### src/logic/rf_synth_regs.svh
// register offsets, field positions, reset values and timing counts of the rf synth control
`ifndef RF_SYNTH_REGS_SVH
`define RF_SYNTH_REGS_SVH

// ****************************************************************
// register offsets
// ****************************************************************
`define REG_RESET_CMD 8'h01
`define REG_GENERAL_CONTROL 8'h31
`define REG_RF_SYNTH_CONTROL 8'h34
`define REG_RF_CP_BLEED 8'h35
`define REG_RF_LOCK_DET 8'h36
`define REG_RF_FAST_ACQ 8'h37
`define REG_RF_REF_DIV 8'h38
`define REG_RF_INT_DIV 8'h39
`define REG_RF_FRAC_LOW 8'h3a
`define REG_RF_FRAC_HIGH 8'h3b
`define REG_OUT_DIV_CONTROL 8'h3f
`define REG_GENERAL_CONTROL_RB 8'hc1
`define REG_DEVICE_STATUS 8'hc4
`define REG_INTERRUPT_ENABLE 8'hc5
`define REG_POWER_STATUS 8'hc6
`define REG_RF_REF_DIV_RB 8'hc8
`define REG_RF_INT_DIV_RB 8'hc9
`define REG_RF_FRAC_LOW_RB 8'hca
`define REG_RF_FRAC_HIGH_RB 8'hcb
`define REG_OUT_DIV_RB 8'hcf

// ****************************************************************
// field positions and codes
// ****************************************************************
`define GC_REF_AMP_BIT 1
`define GC_RF_ENABLE_BIT 2
`define GC_IF_ENABLE_BIT 3
`define CON_MOD_MSB 14
`define CON_MOD_LSB 11
`define CON_RES16_BIT 9
`define MOD_INTEGER 4'h0
`define MOD_MASH111 4'hd
`define LD_FAST_EN_BIT 12
`define LD_DIGITAL_BIT 0
`define LD_COUNT_MSB 11
`define LD_COUNT_LSB 4
`define FA_TIME_MSB 11
`define STAT_LOCK_BIT 0
`define STAT_FAST_BIT 1
`define STAT_REFCLK_BIT 7

// ****************************************************************
// reset values and timing
// ****************************************************************
`define REG_RESET_VALUE 16'h0000
`define CLK_MHZ 25
`define US_TICK_CYCLES (`CLK_MHZ)
`define REF_SETTLE_US 10
`define REF_SETTLE_CYCLES (`REF_SETTLE_US * `CLK_MHZ)

`endif

### src/logic/rf_synth_pkg.sv
// types shared by the rf synth control
`default_nettype none
package rf_synth_pkg;
	// reference clock hold-off states, gray along hold -> settle -> run
	typedef enum logic [1:0] {
		CLK_HOLD = 2'b00,
		CLK_SETTLE = 2'b01,
		CLK_RUN = 2'b11
	} clkgen_state_t;
endpackage
`default_nettype wire

### src/logic/rf_fracn_synth_control.sv
// digital control of the rf fractional-n synthesiser: reset, clock hold-off, divider loading
`timescale 1ns/1ns
`default_nettype none
`include "rf_synth_regs.svh"

// Contract
// (RL1) power-on reset leaves every register and state as a general reset does.
// (RL2) external reset pin low gives the same state as power-on and general reset.
// (RL3) loss of digital or analogue supply asserts internal power-down.
// (RL4) power status register shows one ready bit per regulator.
// (RL5) reference amplifier turns on when the rf or if synthesiser is enabled.
// (RL6) reference clock is gated until stable, then released on a whole cycle.
// (RL7) reference clock stable status is bit 7 of the device status register.
// (RL8) general control bit 2 powers rf synth and amplifier; host sets it first.
// (RL9) charge pump stays high impedance until the main divider is first loaded.
// (RL10) host sets control, lock, fastlock and reference divider before main divider.
// (RL11) once the main divider is loaded the charge pump runs and lock is sought.
// (RL12) integer mode: an integer divider write applies the ratio at once.
// (RL13) 16-bit fractional mode: ratio applies only on the low fraction write.
// (RL14) 24-bit fractional mode: ratio applies only on the low fraction write.
// (RL15) with fastlock enabled, every divider update that takes effect starts fastlock.
// (RL16) fastlock raises charge pump gain and drives fastlock pin, ends after set delay.
// (RL17) lock detector flags lock, selectable analogue or digital method.
// (RL18) modulator takes a 24-bit fraction, step is comparison frequency over 2^24.
// (RL19) host computes rounded integer and signed 24-bit fraction split 8 over 16.
// (RL20) control bits 14..11 = 1101 picks mash 1-1-1; bit 9 clear picks 24-bit.
// (RL21) integer and high fraction are shadowed and moved to the modulator together.
module rf_fracn_synth_control (
	// clock and reset
	input wire logic clk,
	input wire logic rstn,
	input wire logic external_reset_n,
	// supply monitor
	input wire logic digital_supply_ok,
	input wire logic analog_supply_ok,
	input wire logic [3:0] regulator_ready,
	output logic power_down,
	// reference clock
	input wire logic ref_amp_stable,
	output logic ref_amp_enable,
	output logic ref_clk_gate,
	// register port
	input wire logic reg_wr,
	input wire logic reg_rd,
	input wire logic [7:0] reg_addr,
	input wire logic [15:0] reg_wdata,
	output logic [15:0] reg_rdata,
	output logic reg_rvalid,
	// loop monitors
	input wire logic analog_lock_detect,
	input wire logic phase_in_window,
	// synthesiser controls
	output logic cp_enable,
	output logic cp_gain_boost,
	output logic fast_acquire_output,
	output logic rf_lock,
	output logic [15:0] div_integer,
	output logic [23:0] div_fraction,
	output logic div_update,
	output logic [3:0] modulator_select,
	output logic fraction_16bit
);
	import rf_synth_pkg::*;

	// ****************************************************************
	// input synchronisers and reset sources
	// ****************************************************************
	logic [9:0] in_meta;
	logic [9:0] in_sync;
	logic ext_rst_s, dig_ok_s, ana_ok_s, amp_s, alock_s, phase_s;
	logic [3:0] reg_ok_s;
	logic soft_rst;

	// two stages for every asynchronous input
	always_ff @(posedge clk or negedge rstn) begin
		if (!rstn) begin
			in_meta <= 10'h001;
			in_sync <= 10'h001;
		end else begin
			in_meta <= {regulator_ready, phase_in_window, analog_lock_detect, ref_amp_stable,
				analog_supply_ok, digital_supply_ok, external_reset_n};
			in_sync <= in_meta;
		end
	end
	assign ext_rst_s = ~in_sync[0];
	assign dig_ok_s = in_sync[1];
	assign ana_ok_s = in_sync[2];
	assign amp_s = in_sync[3];
	assign alock_s = in_sync[4];
	assign phase_s = in_sync[5];
	assign reg_ok_s = in_sync[9:6];

	// pin reset and general reset command act alike
	assign soft_rst = ext_rst_s | (reg_wr && reg_addr == `REG_RESET_CMD); // RL2

	// ****************************************************************
	// write registers
	// ****************************************************************
	logic [15:0] general_control, rf_synth_control, rf_charge_pump_bleed;
	logic [15:0] rf_lock_detector_config, rf_fast_acquire_config, rf_reference_divider;
	logic [15:0] output_divider_control, interrupt_enable;
	logic [15:0] shadow_integer, rf_fraction_low, shadow_fraction_high;
	logic wr_int, wr_flow, wr_fhigh, integer_mode;

	assign wr_int = reg_wr && reg_addr == `REG_RF_INT_DIV;
	assign wr_flow = reg_wr && reg_addr == `REG_RF_FRAC_LOW;
	assign wr_fhigh = reg_wr && reg_addr == `REG_RF_FRAC_HIGH;
	assign integer_mode = rf_synth_control[`CON_MOD_MSB:`CON_MOD_LSB] == `MOD_INTEGER;

	// register storage, cleared by every reset source
	always_ff @(posedge clk or negedge rstn) begin
		if (!rstn) begin // RL1
			general_control <= `REG_RESET_VALUE;
			rf_synth_control <= `REG_RESET_VALUE;
			rf_charge_pump_bleed <= `REG_RESET_VALUE;
			rf_lock_detector_config <= `REG_RESET_VALUE;
			rf_fast_acquire_config <= `REG_RESET_VALUE;
			rf_reference_divider <= `REG_RESET_VALUE;
			output_divider_control <= `REG_RESET_VALUE;
			interrupt_enable <= `REG_RESET_VALUE;
			shadow_integer <= `REG_RESET_VALUE;
			rf_fraction_low <= `REG_RESET_VALUE;
			shadow_fraction_high <= `REG_RESET_VALUE;
		end else if (soft_rst) begin // RL2
			general_control <= `REG_RESET_VALUE;
			rf_synth_control <= `REG_RESET_VALUE;
			rf_charge_pump_bleed <= `REG_RESET_VALUE;
			rf_lock_detector_config <= `REG_RESET_VALUE;
			rf_fast_acquire_config <= `REG_RESET_VALUE;
			rf_reference_divider <= `REG_RESET_VALUE;
			output_divider_control <= `REG_RESET_VALUE;
			interrupt_enable <= `REG_RESET_VALUE;
			shadow_integer <= `REG_RESET_VALUE;
			rf_fraction_low <= `REG_RESET_VALUE;
			shadow_fraction_high <= `REG_RESET_VALUE;
		end else if (reg_wr) begin
			unique case (reg_addr)
				`REG_GENERAL_CONTROL: general_control <= reg_wdata; // RL8
				`REG_RF_SYNTH_CONTROL: rf_synth_control <= reg_wdata;
				`REG_RF_CP_BLEED: rf_charge_pump_bleed <= reg_wdata;
				`REG_RF_LOCK_DET: rf_lock_detector_config <= reg_wdata;
				`REG_RF_FAST_ACQ: rf_fast_acquire_config <= reg_wdata;
				`REG_RF_REF_DIV: rf_reference_divider <= reg_wdata;
				`REG_OUT_DIV_CONTROL: output_divider_control <= reg_wdata;
				`REG_INTERRUPT_ENABLE: interrupt_enable <= reg_wdata;
				`REG_RF_INT_DIV: shadow_integer <= reg_wdata; // RL21
				`REG_RF_FRAC_LOW: rf_fraction_low <= reg_wdata;
				`REG_RF_FRAC_HIGH: shadow_fraction_high <= reg_wdata; // RL21
				default: ;
			endcase
		end
	end

	// ****************************************************************
	// supply monitor and reference clock hold-off
	// ****************************************************************
	clkgen_state_t clk_state;
	logic [15:0] settle_cnt;

	// power down on loss of either rail
	always_ff @(posedge clk or negedge rstn) begin
		if (!rstn)
			power_down <= 1'b1;
		else
			power_down <= ~(dig_ok_s & ana_ok_s); // RL3
	end

	// amplifier follows its own bit or either synth enable
	always_ff @(posedge clk or negedge rstn) begin
		if (!rstn)
			ref_amp_enable <= 1'b0;
		else
			ref_amp_enable <= general_control[`GC_REF_AMP_BIT] | general_control[`GC_RF_ENABLE_BIT]
				| general_control[`GC_IF_ENABLE_BIT]; // RL5
	end

	// hold the clock until the amplifier has been stable for the settle time
	always_ff @(posedge clk or negedge rstn) begin
		if (!rstn) begin
			clk_state <= CLK_HOLD;
			settle_cnt <= 16'h0000;
			ref_clk_gate <= 1'b0;
		end else if (soft_rst || !ref_amp_enable || !amp_s) begin
			clk_state <= CLK_HOLD; // RL6
			settle_cnt <= 16'h0000;
			ref_clk_gate <= 1'b0;
		end else begin
			unique case (clk_state)
				CLK_HOLD: begin
					clk_state <= CLK_SETTLE;
					settle_cnt <= 16'h0000;
				end
				CLK_SETTLE: begin
					if (settle_cnt == 16'(`REF_SETTLE_CYCLES - 1)) begin
						clk_state <= CLK_RUN;
						ref_clk_gate <= 1'b1; // RL6
					end else begin
						settle_cnt <= settle_cnt + 16'h0001;
					end
				end
				CLK_RUN: ref_clk_gate <= 1'b1;
			endcase
		end
	end

	// ****************************************************************
	// divider transfer and charge pump enable
	// ****************************************************************
	logic apply;
	logic rf_en;

	assign rf_en = general_control[`GC_RF_ENABLE_BIT];
	// integer mode applies on the integer write, fractional modes on the low fraction write
	assign apply = rf_en && !soft_rst && ((integer_mode && wr_int) // RL12
		|| (!integer_mode && wr_flow)); // RL13 RL14

	// move integer and fraction to the modulator in one cycle
	always_ff @(posedge clk or negedge rstn) begin
		if (!rstn) begin
			div_integer <= 16'h0000;
			div_fraction <= 24'h000000;
			div_update <= 1'b0;
		end else if (soft_rst) begin
			div_integer <= 16'h0000;
			div_fraction <= 24'h000000;
			div_update <= 1'b0;
		end else begin
			div_update <= apply;
			if (apply && integer_mode) begin
				div_integer <= reg_wdata; // RL12
				div_fraction <= 24'h000000;
			end else if (apply && rf_synth_control[`CON_RES16_BIT]) begin
				div_integer <= shadow_integer; // RL13 RL21
				div_fraction <= {reg_wdata, 8'h00};
			end else if (apply) begin
				div_integer <= shadow_integer; // RL14 RL21
				div_fraction <= {shadow_fraction_high[7:0], reg_wdata}; // RL18 RL19
			end
		end
	end

	// modulator order and resolution follow the control register
	always_ff @(posedge clk or negedge rstn) begin
		if (!rstn) begin
			modulator_select <= `MOD_INTEGER;
			fraction_16bit <= 1'b0;
		end else begin
			modulator_select <= rf_synth_control[`CON_MOD_MSB:`CON_MOD_LSB]; // RL20
			fraction_16bit <= rf_synth_control[`CON_RES16_BIT]; // RL20
		end
	end

	// charge pump high impedance until the first divider load after enable
	always_ff @(posedge clk or negedge rstn) begin
		if (!rstn)
			cp_enable <= 1'b0;
		else if (soft_rst || !rf_en)
			cp_enable <= 1'b0; // RL9
		else if (apply)
			cp_enable <= 1'b1; // RL11
	end

	// ****************************************************************
	// fastlock sequence
	// ****************************************************************
	logic [4:0] tick_cnt;
	logic us_tick;
	logic [11:0] fast_cnt;

	// one microsecond enable pulse
	always_ff @(posedge clk or negedge rstn) begin
		if (!rstn) begin
			tick_cnt <= 5'h00;
			us_tick <= 1'b0;
		end else if (tick_cnt == 5'(`US_TICK_CYCLES - 1)) begin
			tick_cnt <= 5'h00;
			us_tick <= 1'b1;
		end else begin
			tick_cnt <= tick_cnt + 5'h01;
			us_tick <= 1'b0;
		end
	end

	// start on each applied update, run for the programmed microseconds
	always_ff @(posedge clk or negedge rstn) begin
		if (!rstn) begin
			fast_cnt <= 12'h000;
			fast_acquire_output <= 1'b0;
			cp_gain_boost <= 1'b0;
		end else if (soft_rst || !rf_en) begin
			fast_cnt <= 12'h000;
			fast_acquire_output <= 1'b0;
			cp_gain_boost <= 1'b0;
		end else if (apply && rf_lock_detector_config[`LD_FAST_EN_BIT]) begin
			fast_cnt <= rf_fast_acquire_config[`FA_TIME_MSB:0]; // RL15
			fast_acquire_output <= 1'b1; // RL16
			cp_gain_boost <= 1'b1;
		end else if (fast_acquire_output && us_tick) begin
			if (fast_cnt <= 12'h001) begin
				fast_acquire_output <= 1'b0; // RL16
				cp_gain_boost <= 1'b0;
				fast_cnt <= 12'h000;
			end else begin
				fast_cnt <= fast_cnt - 12'h001;
			end
		end
	end

	// ****************************************************************
	// lock detector
	// ****************************************************************
	logic [7:0] lock_cnt;

	// analogue: follow the comparator; digital: count in-window cycles
	always_ff @(posedge clk or negedge rstn) begin
		if (!rstn) begin
			lock_cnt <= 8'h00;
			rf_lock <= 1'b0;
		end else if (soft_rst || !cp_enable || apply) begin
			lock_cnt <= 8'h00;
			rf_lock <= 1'b0;
		end else if (!rf_lock_detector_config[`LD_DIGITAL_BIT]) begin
			rf_lock <= alock_s; // RL17
		end else if (!phase_s) begin
			lock_cnt <= 8'h00;
			rf_lock <= 1'b0;
		end else if (lock_cnt >= rf_lock_detector_config[`LD_COUNT_MSB:`LD_COUNT_LSB]) begin
			rf_lock <= 1'b1; // RL17
		end else begin
			lock_cnt <= lock_cnt + 8'h01;
		end
	end

	// ****************************************************************
	// read port
	// ****************************************************************
	logic [15:0] device_status;
	assign device_status = {8'h00, ref_clk_gate, 5'h00, fast_acquire_output, rf_lock}; // RL7

	// one cycle after the strobe the word is returned
	always_ff @(posedge clk or negedge rstn) begin
		if (!rstn) begin
			reg_rdata <= 16'h0000;
			reg_rvalid <= 1'b0;
		end else begin
			reg_rvalid <= reg_rd;
			if (reg_rd) begin
				unique case (reg_addr)
					`REG_GENERAL_CONTROL_RB: reg_rdata <= general_control;
					`REG_DEVICE_STATUS: reg_rdata <= device_status; // RL7
					`REG_INTERRUPT_ENABLE: reg_rdata <= interrupt_enable;
					`REG_POWER_STATUS: reg_rdata <= {12'h000, reg_ok_s}; // RL4
					`REG_RF_REF_DIV_RB: reg_rdata <= rf_reference_divider;
					`REG_RF_INT_DIV_RB: reg_rdata <= shadow_integer;
					`REG_RF_FRAC_LOW_RB: reg_rdata <= rf_fraction_low;
					`REG_RF_FRAC_HIGH_RB: reg_rdata <= shadow_fraction_high;
					`REG_OUT_DIV_RB: reg_rdata <= output_divider_control;
					default: reg_rdata <= 16'h0000;
				endcase
			end
		end
	end
endmodule
`default_nettype wire

### config.mk
export PLATFORM = sky130hd
export DESIGN_NAME = rf_fracn_synth_control
export DESIGN_NICKNAME = d
export VERILOG_FILES = /design/src/logic/rf_synth_pkg.sv /design/src/logic/rf_fracn_synth_control.sv
export VERILOG_INCLUDE_DIRS = /design/src /design/src/logic
export SDC_FILE = /design/constraint.sdc
export NUM_CORES = 1
export LEC_CHECK = 0
export BUFFER_PORTS_ARGS = -buffer_cell sky130_fd_sc_hd__buf_2
export CAP_MARGIN = 25
export CORE_MARGIN = 5
export CORE_UTILIZATION = 40
export DETAILED_ROUTE_END_ITERATION = 12
export PLACE_DENSITY_LB_ADDON = 0.25
export SLEW_MARGIN = 20
export SYNTH_ARGS = -nofsm -noshare
export SYNTH_HDL_FRONTEND = slang
export SYNTH_SLANG_ARGS = --single-unit
### constraint.sdc
create_clock -name clk -period 6.76 [get_ports clk]
set_input_delay 0.676 -clock clk [delete_from_list [all_inputs] [get_ports clk]]
set_output_delay 0.676 -clock clk [all_outputs]
set_load 0.01 [all_outputs]
Yosys cells after proc, flatten, opt, wreduce, memory -nomap -nowiden
Index checks and enable logic that the tools add are counted.
W data, S select, Z words.
{"block": "totals", "regBits": 285, "output_inout_bits": 70, "elab_cells": 197, "inputBits": 38}
{"block": "classes", "eq_ne": 27, "order_cmp": 2, "add_sub_neg": 4, "n_mux": 69, "n_reduce_logical": 58, "n_bitwise": 6}
{"op": "$mux W16", "n": 27}
{"op": "$pmux W16 S9", "n": 1}
{"op": "$mux W24", "n": 4}
{"op": "$mux W12", "n": 7}
{"op": "$eq A8 B6 Y1 const B", "n": 9}
{"op": "$eq A8 B8 Y1 const B", "n": 9}
{"op": "$mux W15", "n": 3}
{"op": "$mux W13", "n": 3}
{"op": "$mux W8", "n": 4}
{"op": "$pmux W16 S2", "n": 1}
{"op": "$reduce_and A2 Y1", "n": 15}
{"op": "$reduce_bool A2 Y1", "n": 13}
{"op": "$add A16 B1 Y16 const B", "n": 1}
{"op": "$eq A16 B8 Y1 const B", "n": 1}
{"op": "$mux W1", "n": 14}
{"op": "$le A12 B1 Y1 const B", "n": 1}
{"op": "$reduce_bool A3 Y1", "n": 4}
{"op": "$sub A12 B1 Y12 const B", "n": 1}
{"op": "$logic_and A1 B1 Y1", "n": 11}
{"op": "$ne A3 B3 Y1 const B", "n": 3}
{"op": "$add A8 B1 Y8 const B", "n": 1}
{"op": "$eq A8 B1 Y1 const B", "n": 1}
{"op": "$ge A8 B8 Y1", "n": 1}
{"op": "$logic_not A1 Y1", "n": 6}
{"op": "16 further kinds", "n": 25}

Longest topological paths before layout
Gate-level depths: netlist of the first run.
{"block": "depth", "word_depth": 10, "depth_mapped": 9, "mapped_depth_nobuf": 8}

Worst setup path after synthesis of the first run
Ideal clock, no wire load.
{"block": "synth_path", "path_type": "in2reg", "from": "in reg_addr[2]", "to": "reg div_integer[11]", "path_stages": 9, "arrival_ns": 2.494, "required_ns": 6.634, "setup_slack_ns": 4.140, "setup_ns": 0.126, "n_path_buf": 4, "path_cell_list": "buf_6 > or4b_4 > buf_6 > o31ai_4 > nor3_2 > and2_4 > buf_6 > buf_6 > a221o_1"}
{"block": "synth_between", "elab_chain_len": 10, "word_cells_on_any_way": 19, "classes_between": "eq/ne: 3; mux: 3; bitwise: 1; reduce/logical: 12"}
{"element": "from (decl)", "line_no": "rf_fracn_synth_control.sv:45", "source": "input wire logic [7:0] reg_addr,"}
{"element": "$eq A8 B1 Y1 (no source line)"}
{"element": "$logic_and A1 B1 Y1 (no source line)"}
{"element": "$or A1 B1 Y1", "line_no": "rf_fracn_synth_control.sv:94", "source": "assign soft_rst = ext_rst_s | (reg_wr && reg_addr == `REG_RESET_CMD);"}
{"element": "$logic_not A1 Y1", "line_no": "rf_fracn_synth_control.sv:214", "source": "assign apply = rf_en && !soft_rst && ((integer_mode && wr_int)"}
{"element": "$logic_and A1 B1 Y1 (2 in a row)", "line_no": "rf_fracn_synth_control.sv:214"}
{"element": "$logic_and A1 B1 Y1", "line_no": "rf_fracn_synth_control.sv:232", "source": "end else if (apply && rf_synth_control[`CON_RES16_BIT]) begin"}
{"element": "$mux W16", "line_no": "rf_fracn_synth_control.sv:232"}
{"element": "$mux W16", "line_no": "rf_fracn_synth_control.sv:229", "source": "if (apply && integer_mode) begin"}
{"element": "$mux W16", "line_no": "rf_fracn_synth_control.sv:223", "source": "end else if (soft_rst) begin"}
{"element": "to (signal assigned)", "line_no": "rf_fracn_synth_control.sv:230", "source": "div_integer <= reg_wdata;"}
{"element": "to (signal assigned)", "line_no": "rf_fracn_synth_control.sv:233", "source": "div_integer <= shadow_integer;"}
{"element": "to (signal assigned)", "line_no": "rf_fracn_synth_control.sv:236", "source": "div_integer <= shadow_integer;"}
{"element": "to (decl)", "line_no": "rf_fracn_synth_control.sv:57", "source": "output logic [15:0] div_integer,"}
Several ways; a longest one is shown, not always the timed one.
A chain may end at the register's enable or synchronous reset.

Worst setup path in the final report of the first run
{"block": "layout_path", "from": "in reg_wr", "to": "reg div_fraction[6]"}
{"block": "layout_between", "elab_chain_len": 9, "word_cells_on_any_way": 16, "classes_between": "mux: 3; bitwise: 1; reduce/logical: 12"}
{"element": "from (decl)", "line_no": "rf_fracn_synth_control.sv:43", "source": "input wire logic reg_wr,"}
{"element": "$logic_and A1 B1 Y1 (no source line)"}
{"element": "$or A1 B1 Y1", "line_no": "rf_fracn_synth_control.sv:94"}
{"element": "$logic_not A1 Y1", "line_no": "rf_fracn_synth_control.sv:214"}
{"element": "$logic_and A1 B1 Y1 (2 in a row)", "line_no": "rf_fracn_synth_control.sv:214"}
{"element": "$logic_and A1 B1 Y1", "line_no": "rf_fracn_synth_control.sv:232"}
{"element": "$mux W24", "line_no": "rf_fracn_synth_control.sv:232"}
{"element": "$mux W24", "line_no": "rf_fracn_synth_control.sv:229"}
{"element": "$mux W24", "line_no": "rf_fracn_synth_control.sv:223"}
{"element": "to (signal assigned)", "line_no": "rf_fracn_synth_control.sv:234", "source": "div_fraction <= {reg_wdata, 8'h00};"}
{"element": "to (signal assigned)", "line_no": "rf_fracn_synth_control.sv:237", "source": "div_fraction <= {shadow_fraction_high[7:0], reg_wdata};"}
{"element": "to (decl)", "line_no": "rf_fracn_synth_control.sv:58", "source": "output logic [23:0] div_fraction,"}
Several ways; a longest one is shown, not always the timed one.

==> impl_metrics.py, run 1 <==
metrics = {
    "place": {
        "gp_congestion": 0.8722,
        "numPortBuffers": 107,
        "dpl.cell_count": 1703,
        "dp_slack_ns": 3.080,
        "dp_hpwl_um": 23630,
    },
    "pwr": {
        "power.density_nw_per_um2": 233.7,
        "seq_power_share": 0.471,
        "power.internal_w": 0.002693,
        "p_leak_nw": 6.368,
        "clkPwrFrac": 0.488,
        "power_frac_comb": 0.041,
        "p_switching_w": 0.0007959,
        "peakVddDrop_mv": 0.1805,
        "p_sw_frac": 0.2281,
    },
    "global_route": {
        "grt_max_degree": 158,
        "grt_overflow_total": 0,
        "grt_usage": 0.1941,
        "antenna_found_initial": 2,
        "grt_pass1_vias": 9890,
        "grt_pass1_wl_um": 56770,
    },
    "critical_path": {
        "reg2reg_slack_ns": 3.72,
        "cpMaxStageDelayCell": "nand4_1",
        "setup.worst_path.class": "in2reg",
        "crit_path_end_kind": "flip-flop",
        "cp.required_ns": 7.25,
        "r2r_cells": 6,
        "cp.arrival_ns": 3.64,
        "max_stage_delay_ns": 0.77,
        "worstPathCellList": "buf_2 -> or3b_1 -> nor3_1 -> nand4_1 -> nor2_2 -> a22o_1",
        "critical_path.max_fanout": 19,
        "rr_endpoint": "div_fraction[6]",
        "start_kind": "input port",
        "r2r-start": "rf_synth_control[12]",
    },
    "detailed_routing": {
        "routedWlPerCell_um": 20.33,
        "vias": 9791,
        "wirelength_um": 35820,
        "drtIter0Drc": 875,
        "viasPerCell": 5.557,
        "firstDrtPassIters": 6,
        "drtAntennaViolNets": 0,
        "drc": 0,
    },
    "sta": {
        "drv_slew": 0,
        "fin_setup_tns_ns": 0,
        "clock.fmax_mhz": 317.7,
        "setup_violations": 0,
        "fin_worst_skew_ns": 0.01212,
        "rsz0062_at_grt": "false",
        "hold_viol_final": 0,
        "slew_headroom": 0.2842,
        "worstMarginPinSlew_ns": 1.074,
        "period_share": 0.4656,
        "setup_ws_ns": 3.612,
        "period_minus_slack_ns": 3.148,
    },
    "synth": {
        "syn_avg_cell_area_um2": 10.58,
        "synth_top_area_share": 0.5163,
        "synthMostInstantiatedCell": "dfrtp_1",
        "synth-seq-cells": 272,
        "yosysTopAreaCell": "dfrtp_1",
        "ys.flop_type": "dfrtp_1",
        "async_reset_ff_frac": 1.000,
        "synth_edf_count": 0,
        "synth_cell_types": 76,
        "synth_commonest_cells": "dfrtp_1, mux2i_1, nor2_1",
        "syn_area_um2": 13040,
        "ys_top_cells_by_area": "dfrtp_1, mux2i_1, nor2_1",
        "synthCells": 1232,
        "ys.warnings.count": 0,
        "syn_nets": 1285,
        "synth_seq_area_share": 0.5224,
    },
    "clocking": {
        "cts_resized": 0,
        "cts_hold_buf": 0,
        "cts_tree": "built",
        "clock_sink_count": 272,
        "cts_buffer_depth": 3,
        "cts_made_buffers": 31,
        "clockRootBuffer": "clkbuf_16",
        "clkTransAtPathRegs_ns": 0.06,
        "clock_latency_ns": 0.55,
        "h-tree-depth": 1,
        "post-cts-setup-buffers": 0,
    },
    "floorplan": {
        "start_util": 0.4028,
        "die_w_um": 190.5,
        "coreArea_um2": 32370,
        "rows": 66,
        "fp.dieH_um": 190.5,
        "io_pins": 108,
        "die_area_um2": 36300,
    },
    "worst_hold_path": {
        "min_path_type": "in2async",
    },
    "finish": {
        "n_fill_cell": 3120,
        "fin_nets": 1349,
        "regArea_um2": 6810,
        "multi_input_comb_area_um2": 5704,
        "area.growth.synth_to_final_pct": 14.50,
        "stdcell_count": 1762,
        "layout-drive-gt1-share": 0.1607,
    },
    "run": {
        "drv_cap": 0,
    },
    "status": {
        "outcome": "finished, final reports clean",
    },
}
-- final cells by class --
type / count / share of cell area
well taps: 442 / 0.03705
clock buffers: 44 / 0.05725
repair buffers: 123 / 0.04627
flip-flops and latches: 272 / 0.4562
diodes: 1 / 0.0001676
multi-input cells: 830 / 0.3821
inverters: 38 / 0.009555
clock inverters: 12 / 0.01140
-- through the flow --
| stage | util | hold WS (ns) | total power [W] | instance area (um^2) |
|---|---|---|---|---|
| after floorplan | - | 0.3312 | 0.001735 | 13040 |
| after global placement | 0.4281 | 0.3318 | 0.001817 | 13860 |
| after detailed placement | 0.4289 | 0.3356 | 0.001818 | 13880 |
| after CTS | 0.4606 | 0.2050 | 0.003527 | 14910 |
| after global routing | 0.4611 | 0.2051 | 0.003615 | 14930 |
| final | 0.4612 | 0.1691 | 0.003489 | 14930 |
-- power by group through the flow --
stage | clock [W] | sequential (W) | combinational [W]
6_report | 0.00170 | 0.00164 | 0.000144
5_1_grt | 0.00182 | 0.00164 | 0.000158
4_1_cts | 0.00174 | 0.00164 | 0.000147
3_5_place_dp | 0 | 0.00167 | 0.000146
3_3_place_gp | 0 | 0.00167 | 0.000146
2_1_floorplan | 0 | 0.00167 | 0.0000652
-- kinds of logic (layout without fill, tap and decap cells) --
group,after synthesis,after routing,share of synthesized area
AO/OA/AOI/OAI,243,243,0.1340
XOR/XNOR,4,4,0.002688
adder cells (fa/ha/maj),15,15,0.01440
buffers and inverters,130,217,0.04347
flip-flops,272,272,0.5224
multiplexers,171,171,0.1331
other,0,1,0
AND/OR/NAND/NOR,397,397,0.1500
-- worst max-delay path by stage --
stage                            from         endpoint  slack (ns)
final                          reg_wr  div_fraction[6]        3.61
after global routing           reg_wr  div_fraction[6]        3.45
after CTS                      reg_wr  div_fraction[6]        3.64
after detailed placement       reg_wr  div_fraction[7]        3.08
after global placement    reg_addr[0]    settle_cnt[5]        3.14
after floorplan           reg_addr[2]  div_integer[11]        4.14
-- worst max-delay path: cells and delay by family --
kind                   cells  cell delay [ns]
buffers and inverters      1             0.34
and+or+nand+nor            4             2.40
AOI/OAI and AO/OA          1             0.20
-- layer usage --
| layer | global-route usage | wire length (um) | vias to the layer above |
|---|---|---|---|
| met2 | 0.3275 | 17720 | 259 |
| met5 | 0 | 13 | - |
| met4 | 0.03978 | 617 | 2 |
| met1 | 0.2673 | 15640 | 4936 |
| met3 | 0.03057 | 1822 | 51 |
| li1 | - | - | 4543 |
-- state kept, by name, summed over array words and instances, names as in the netlist, 16 cells and up --
name and cells:
div_fraction 24, div_integer 16, general_control 16, interrupt_enable 16
output_divider_control 16, reg_rdata 16, rf_fraction_low 16, rf_reference_divider 16
settle_cnt 16, shadow_fraction_high 16, shadow_integer 16
-- placed cells by master, fill, tap and decap left out, drive strengths merged, types with 16 or more instances in the layout --
cell and n:
a21oi 50, a221o 18, a22o 16, a22oi 20, and2 25, buf 122
clkbuf 45, dfrtp 269, inv 39, mux2i 162, nand2 65, nand3 35
nor2 165, nor3 22, o21ai 35, o22ai 29
Power figures use the tool's default switching activity.
==> run 2: changes to the inputs <==
==> constraint.sdc (replaced) <==
create_clock -name clk -period 3 [get_ports clk]
set_input_delay 0.3 -clock clk [delete_from_list [all_inputs] [get_ports clk]]
set_output_delay 0.3 -clock clk [all_outputs]
set_load 0.01 [all_outputs]
==> impl_metrics.py, run 2 (synthesis gave the netlist of run 1 again) <==
metrics = {
    "pwr": {
        "p_leak_nw": 6.533,
        "power.density_nw_per_um2": 518.2,
        "peakVddDrop_mv": 0.4652,
    },
    "clocking": {
        "clock_latency_ns": 0.58,
        "cts_resized": 0,
        "cts_made_buffers": 31,
        "cts_tree": "built",
        "clockRootBuffer": "clkbuf_16",
        "h-tree-depth": 1,
        "cts_buffer_depth": 3,
        "clkTransAtPathRegs_ns": 0.06,
        "clock_sink_count": 272,
    },
    "worst_hold_path": {
        "min_path_type": "in2reg",
        "min_delay_worst_endpoint": "reg_rvalid",
        "worstHoldStart": "reg_rd",
        "whs_path_depth": 1,
    },
    "critical_path": {
        "critical_path.max_fanout": 8,
        "critPathTopFamily": "compound AO/OA/AOI/OAI gates",
        "worstPathCellList": "inv_1 -> ha_1 -> nand2b_1 -> a2111o_1 -> a311o_1 -> or4_1 -> a31oi_1",
        "rr_endpoint": "lock_cnt[7]",
        "max_stage_delay_ns": 0.51,
        "cpMaxStageDelayCell": "or4_1",
        "reg2reg_slack_ns": 0.43,
        "r2r_cells": 7,
        "crit_path_end_kind": "flip-flop",
        "start_kind": "flip-flop",
        "cp.required_ns": 3.50,
        "r2r-start": "lock_cnt[0]",
        "setup.worst_path.class": "reg2reg",
        "cp.arrival_ns": 3.06,
        "cp_num_buf_inv": 1,
    },
    "floorplan": {
        "coreArea_um2": 32370,
        "fp.dieH_um": 190.5,
        "rows": 66,
        "die_w_um": 190.5,
        "io_pins": 108,
        "die_area_um2": 36300,
        "start_util": 0.4028,
    },
    "sta": {
        "setup_violations": 0,
        "rsz0062_at_grt": "false",
        "clock.fmax_mhz": 389.4,
        "fin_setup_tns_ns": 0,
        "drv_slew": 0,
        "worstMarginPinSlew_ns": 1.077,
        "hold_viol_final": 0,
        "period_share": 0.8560,
        "period_minus_slack_ns": 2.568,
        "slew_headroom": 0.2819,
        "fin_worst_skew_ns": 0.02903,
    },
    "detailed_routing": {
        "routedWlPerCell_um": 20.14,
        "vias": 9895,
        "wl_met2_um": 17540,
        "drc": 0,
        "wl_met3_um": 1664,
        "viasPerCell": 5.516,
        "drtIter0Drc": 894,
        "highest_layer": "met4",
        "firstDrtPassIters": 5,
        "wirelength_um": 36140,
        "drtAntennaViolNets": 0,
        "m1WireLength_um": 16160,
    },
    "finish": {
        "largest_reg_flops": 24,
        "final_common_cell": "dfrtp_1",
        "layout-drive-gt1-share": 0.1763,
        "utilization": 0.4709,
        "layout_common_cells": "dfrtp_1, mux2i_1, nor2_1, buf_2, nand2_1",
        "area.growth.synth_to_final_pct": 16.91,
        "fin_nets": 1381,
        "regMostFlops": "div_fraction",
    },
    "global_route": {
        "grt_pass1_wl_um": 57080,
        "grt_overflow_total": 0,
        "antenna_found_initial": 0,
        "grt_usage": 0.1968,
        "grt_max_degree": 128,
        "grt_pass1_vias": 9836,
    },
    "place": {
        "numPortBuffers": 107,
        "gp_congestion": 0.8834,
        "dp_hpwl_um": 23930,
    },
    "run": {
        "drv_cap": 0,
    },
    "status": {
        "outcome": "finished, final reports clean",
    },
}
==> run 2: cell types whose count changed in the layout (fill, tap and decap cells not counted), moves of 2 or more <==
cell	delta
buf_12	+4
buf_4	+21
dlygate4sd3_1	+11
clkinv_2	+2
clkbuf_1	-6
buf_6	-2
clkbuf_8	+3
==> run 2: worst register-to-register path, delay by kind of cell, from the launching register on <==
family          cells  cell delay (ns)
flops               1             0.46
fa+ha+maj           1             0.26
simple gates        2             0.64
compound gates      3             1.05
buf+inv             1             0.07
==> run 2: report_power, final <==
| group | switching [W] | total (W) | internal, W |
|---|---|---|---|
| Combinational | 0.000272 | 0.000358 | 0.0000857 |
| Clock | 0.00154 | 0.00384 | 0.00230 |
| Sequential | 0.0000108 | 0.00370 | 0.00369 |
| Total | 0.00182 | 0.00790 | 0.00607 |
==> run 2: worst max-delay path by stage <==
stage	start	cells past startpoint	to
floorplan	lock_cnt[0]	7	lock_cnt[7]
global placement	lock_cnt[0]	7	lock_cnt[7]
detailed placement	rf_synth_control[12]	7	lock_cnt[4]
CTS	lock_cnt[0]	7	lock_cnt[7]
global route	lock_cnt[0]	7	lock_cnt[7]
finish	lock_cnt[0]	7	lock_cnt[7]
==> run 2: layout make-up <==
class	count	area [um^2]
antenna	2	5.005
clock buffer	41	873.3
clock inverter	14	166.4
fill	3061	17130
inverter	38	142.6
multi-input combinational	830	5695
sequential	272	6810
tap	442	553.0
timing repair buffer	155	996.0
==> run 2: through the flow <==
| step | hold WS (ns) | instance area, um^2 | setup WS, ns | power (W) | std cells |
|---|---|---|---|---|---|
| finish | 0.06539 | 15240 | 0.4319 | 0.007898 | 1794 |
| global route | 0.05702 | 15240 | 0.2804 | 0.008174 | 1792 |
| CTS | 0.04729 | 15240 | 0.4370 | 0.007990 | 1792 |
| detailed placement | 0.2947 | 14090 | 0.4351 | 0.004118 | 1726 |
| global placement | 0.2959 | 14090 | 0.4543 | 0.004114 | 1726 |
| floorplan | 0.004409 | 13040 | 0.5769 | 0.003909 | 1232 |
==> run 2: timing repair <==
action | 4_1_cts | 5_1_grt
setup endpoints to repair | 0 | 0
setup buffers | 0 | 0
hold endpoints to repair | 67 | 0
hold buffers | 11 | 0
==> run 2: metal layers <==
metal,GRT usage,vias up
met5,0,-
met4,0.04530,0
met3,0.02874,57
met2,0.3295,231
met1,0.2726,4993
li1,-,4614
==> run 3: changes to the inputs <==
==> constraint.sdc (replaced) <==
create_clock -name clk -period 3 [get_ports clk]
set_input_delay 0.75 -clock clk [delete_from_list [all_inputs] [get_ports clk]]
set_output_delay 0.75 -clock clk [all_outputs]
set_load 0.01 [all_outputs]
==> impl_metrics.py, run 3 (synthesis gave the netlist of run 1 again) <==
metrics = {
    "status": {
        "outcome": "finished, final reports clean",
    },
    "pwr": {
        "peakVddDrop_mv": 0.4759,
        "finalPower_w": 0.007651,
        "p_leak_nw": 6.538,
        "power.density_nw_per_um2": 503.3,
    },
    "sta": {
        "hold_viol_final": 0,
        "setup_ws_ns": 0.3385,
        "period_share": 0.8872,
        "rsz0062_at_grt": "false",
        "period_minus_slack_ns": 2.661,
        "worstMarginPinSlew_ns": 1.046,
        "setup_violations": 0,
        "fin_setup_tns_ns": 0,
        "fin_worst_skew_ns": 0.01672,
        "clock.fmax_mhz": 375.7,
        "slew_headroom": 0.3027,
        "drv_slew": 0,
    },
    "floorplan": {
        "die_w_um": 190.5,
        "die_area_um2": 36300,
        "rows": 66,
        "fp.dieH_um": 190.5,
        "start_util": 0.4028,
        "io_pins": 108,
        "coreArea_um2": 32370,
    },
    "global_route": {
        "grt_max_degree": 140,
        "grt_overflow_total": 0,
        "grt_pass1_wl_um": 58080,
        "grt_usage": 0.1987,
        "grt_pass1_vias": 10070,
        "antenna_found_initial": 0,
    },
    "finish": {
        "final_common_cell": "dfrtp_1",
        "stdcell_count": 1800,
        "layout-drive-gt1-share": 0.1841,
        "fin_nets": 1389,
        "layout_common_cells": "dfrtp_1, mux2i_1, nor2_1, buf_2, nand2_1",
        "regMostFlops": "div_fraction",
        "area.growth.synth_to_final_pct": 16.59,
        "largest_reg_flops": 24,
        "n_antenna_cell": 0,
    },
    "place": {
        "dpl.cell_count": 1745,
        "numPortBuffers": 107,
        "dp_hpwl_um": 24600,
        "gp_congestion": 0.8585,
        "dp_slack_ns": 0.0001077,
    },
    "critical_path": {
        "setup.worst_path.class": "reg2reg",
        "start_kind": "flip-flop",
        "critPathTopFamily": "compound AO/OA/AOI/OAI gates",
        "worstPathCellList": "inv_1 -> ha_1 -> nand2b_1 -> a2111o_1 -> a311o_1 -> or4_1 -> a31oi_1",
        "crit_cells": 7,
        "crit_path_end_kind": "flip-flop",
        "cp.required_ns": 3.47,
        "cpMaxStageDelayCell": "or4_1",
        "r2r_cells": 7,
        "critical_path.max_fanout": 8,
        "cp.arrival_ns": 3.13,
        "max_stage_delay_ns": 0.52,
        "cp_num_buf_inv": 1,
    },
    "detailed_routing": {
        "vias": 9996,
        "wirelength_um": 37150,
        "drtIter0Drc": 773,
        "drtAntennaViolNets": 0,
        "drc": 0,
        "routedWlPerCell_um": 20.64,
        "viasPerCell": 5.553,
        "firstDrtPassIters": 6,
    },
    "clocking": {
        "clock_latency_ns": 0.56,
        "cts_resized": 0,
        "cts_tree": "built",
        "cts_hold_buf": 0,
        "post-cts-setup-buffers": 0,
        "clock_sink_count": 272,
        "h-tree-depth": 1,
        "cts_made_buffers": 30,
        "cts_buffer_depth": 3,
        "clkTransAtPathRegs_ns": 0.06,
        "clockRootBuffer": "clkbuf_16",
    },
    "worst_hold_path": {
        "min_path_type": "in2async",
    },
    "run": {
        "drv_cap": 0,
    },
}
## run 3: cell count changes in the layout (fill, tap and decap cells not counted), sizes merged
| cell | previous run | this run |
|---|---|---|
| diode | 2 | 0 |
| buf | 144 | 163 |
| bufinv | 3 | 1 |
| clkbuf | 41 | 49 |
| inv | 40 | 39 |
| clkinv | 8 | 3 |
| a31oi | 10 | 11 |
| dlygate4sd3 | 11 | 0 |
| clkinvlp | 1 | 0 |
## run 3: worst paths after layout
check / to / slack [ns] / from
max: lock_cnt[7] / 0.34 / lock_cnt[0]
min: settle_cnt[8] / 0.19 / rstn
max reg2reg: lock_cnt[7] / 0.34 / lock_cnt[0]
min reg2reg: in_sync[2] / 0.35 / in_meta[2]
max in group asynchronous: power_down / 1.95 / rstn
min in group clk: in_meta[5] / 0.30 / phase_in_window
## run 3: stage by stage
stage	hold WS, ns	instance area [um^2]	utilization
global route	0.2323	15200	0.4696
finish	0.1855	15200	0.4696
detailed placement	0.3347	14230	0.4396
CTS	0.1986	15190	0.4692
floorplan	0.3312	13040	-
global placement	0.3320	14220	0.4392
## run 3: layout make-up
type / count / area (um^2)
Multi-Input combinational cell: 831 / 5722
Tap cell: 442 / 553.0
Fill cell: 3063 / 17170
Sequential cell: 272 / 6810
Clock inverter: 5 / 65.06
Timing Repair Buffer: 163 / 1016
Clock buffer: 49 / 892.1
Inverter: 38 / 142.6
## run 3: power by group
group / switching [W] / leakage, nW / internal, W
sequential: 0.0000112 / 3.74 / 0.00369
combinational: 0.000280 / 2.33 / 0.0000875
clock: 0.00148 / 0.468 / 0.00210
## run 3: per-layer routing
metal / vias to the layer above / share of wire / GRT usage
met5: - / 0 / 0
met4: 0 / 0.020 / 0.04116
met3: 46 / 0.049 / 0.02691
met2: 229 / 0.49 / 0.3328
met1: 5096 / 0.44 / 0.2783
li1: 4625 / - / -
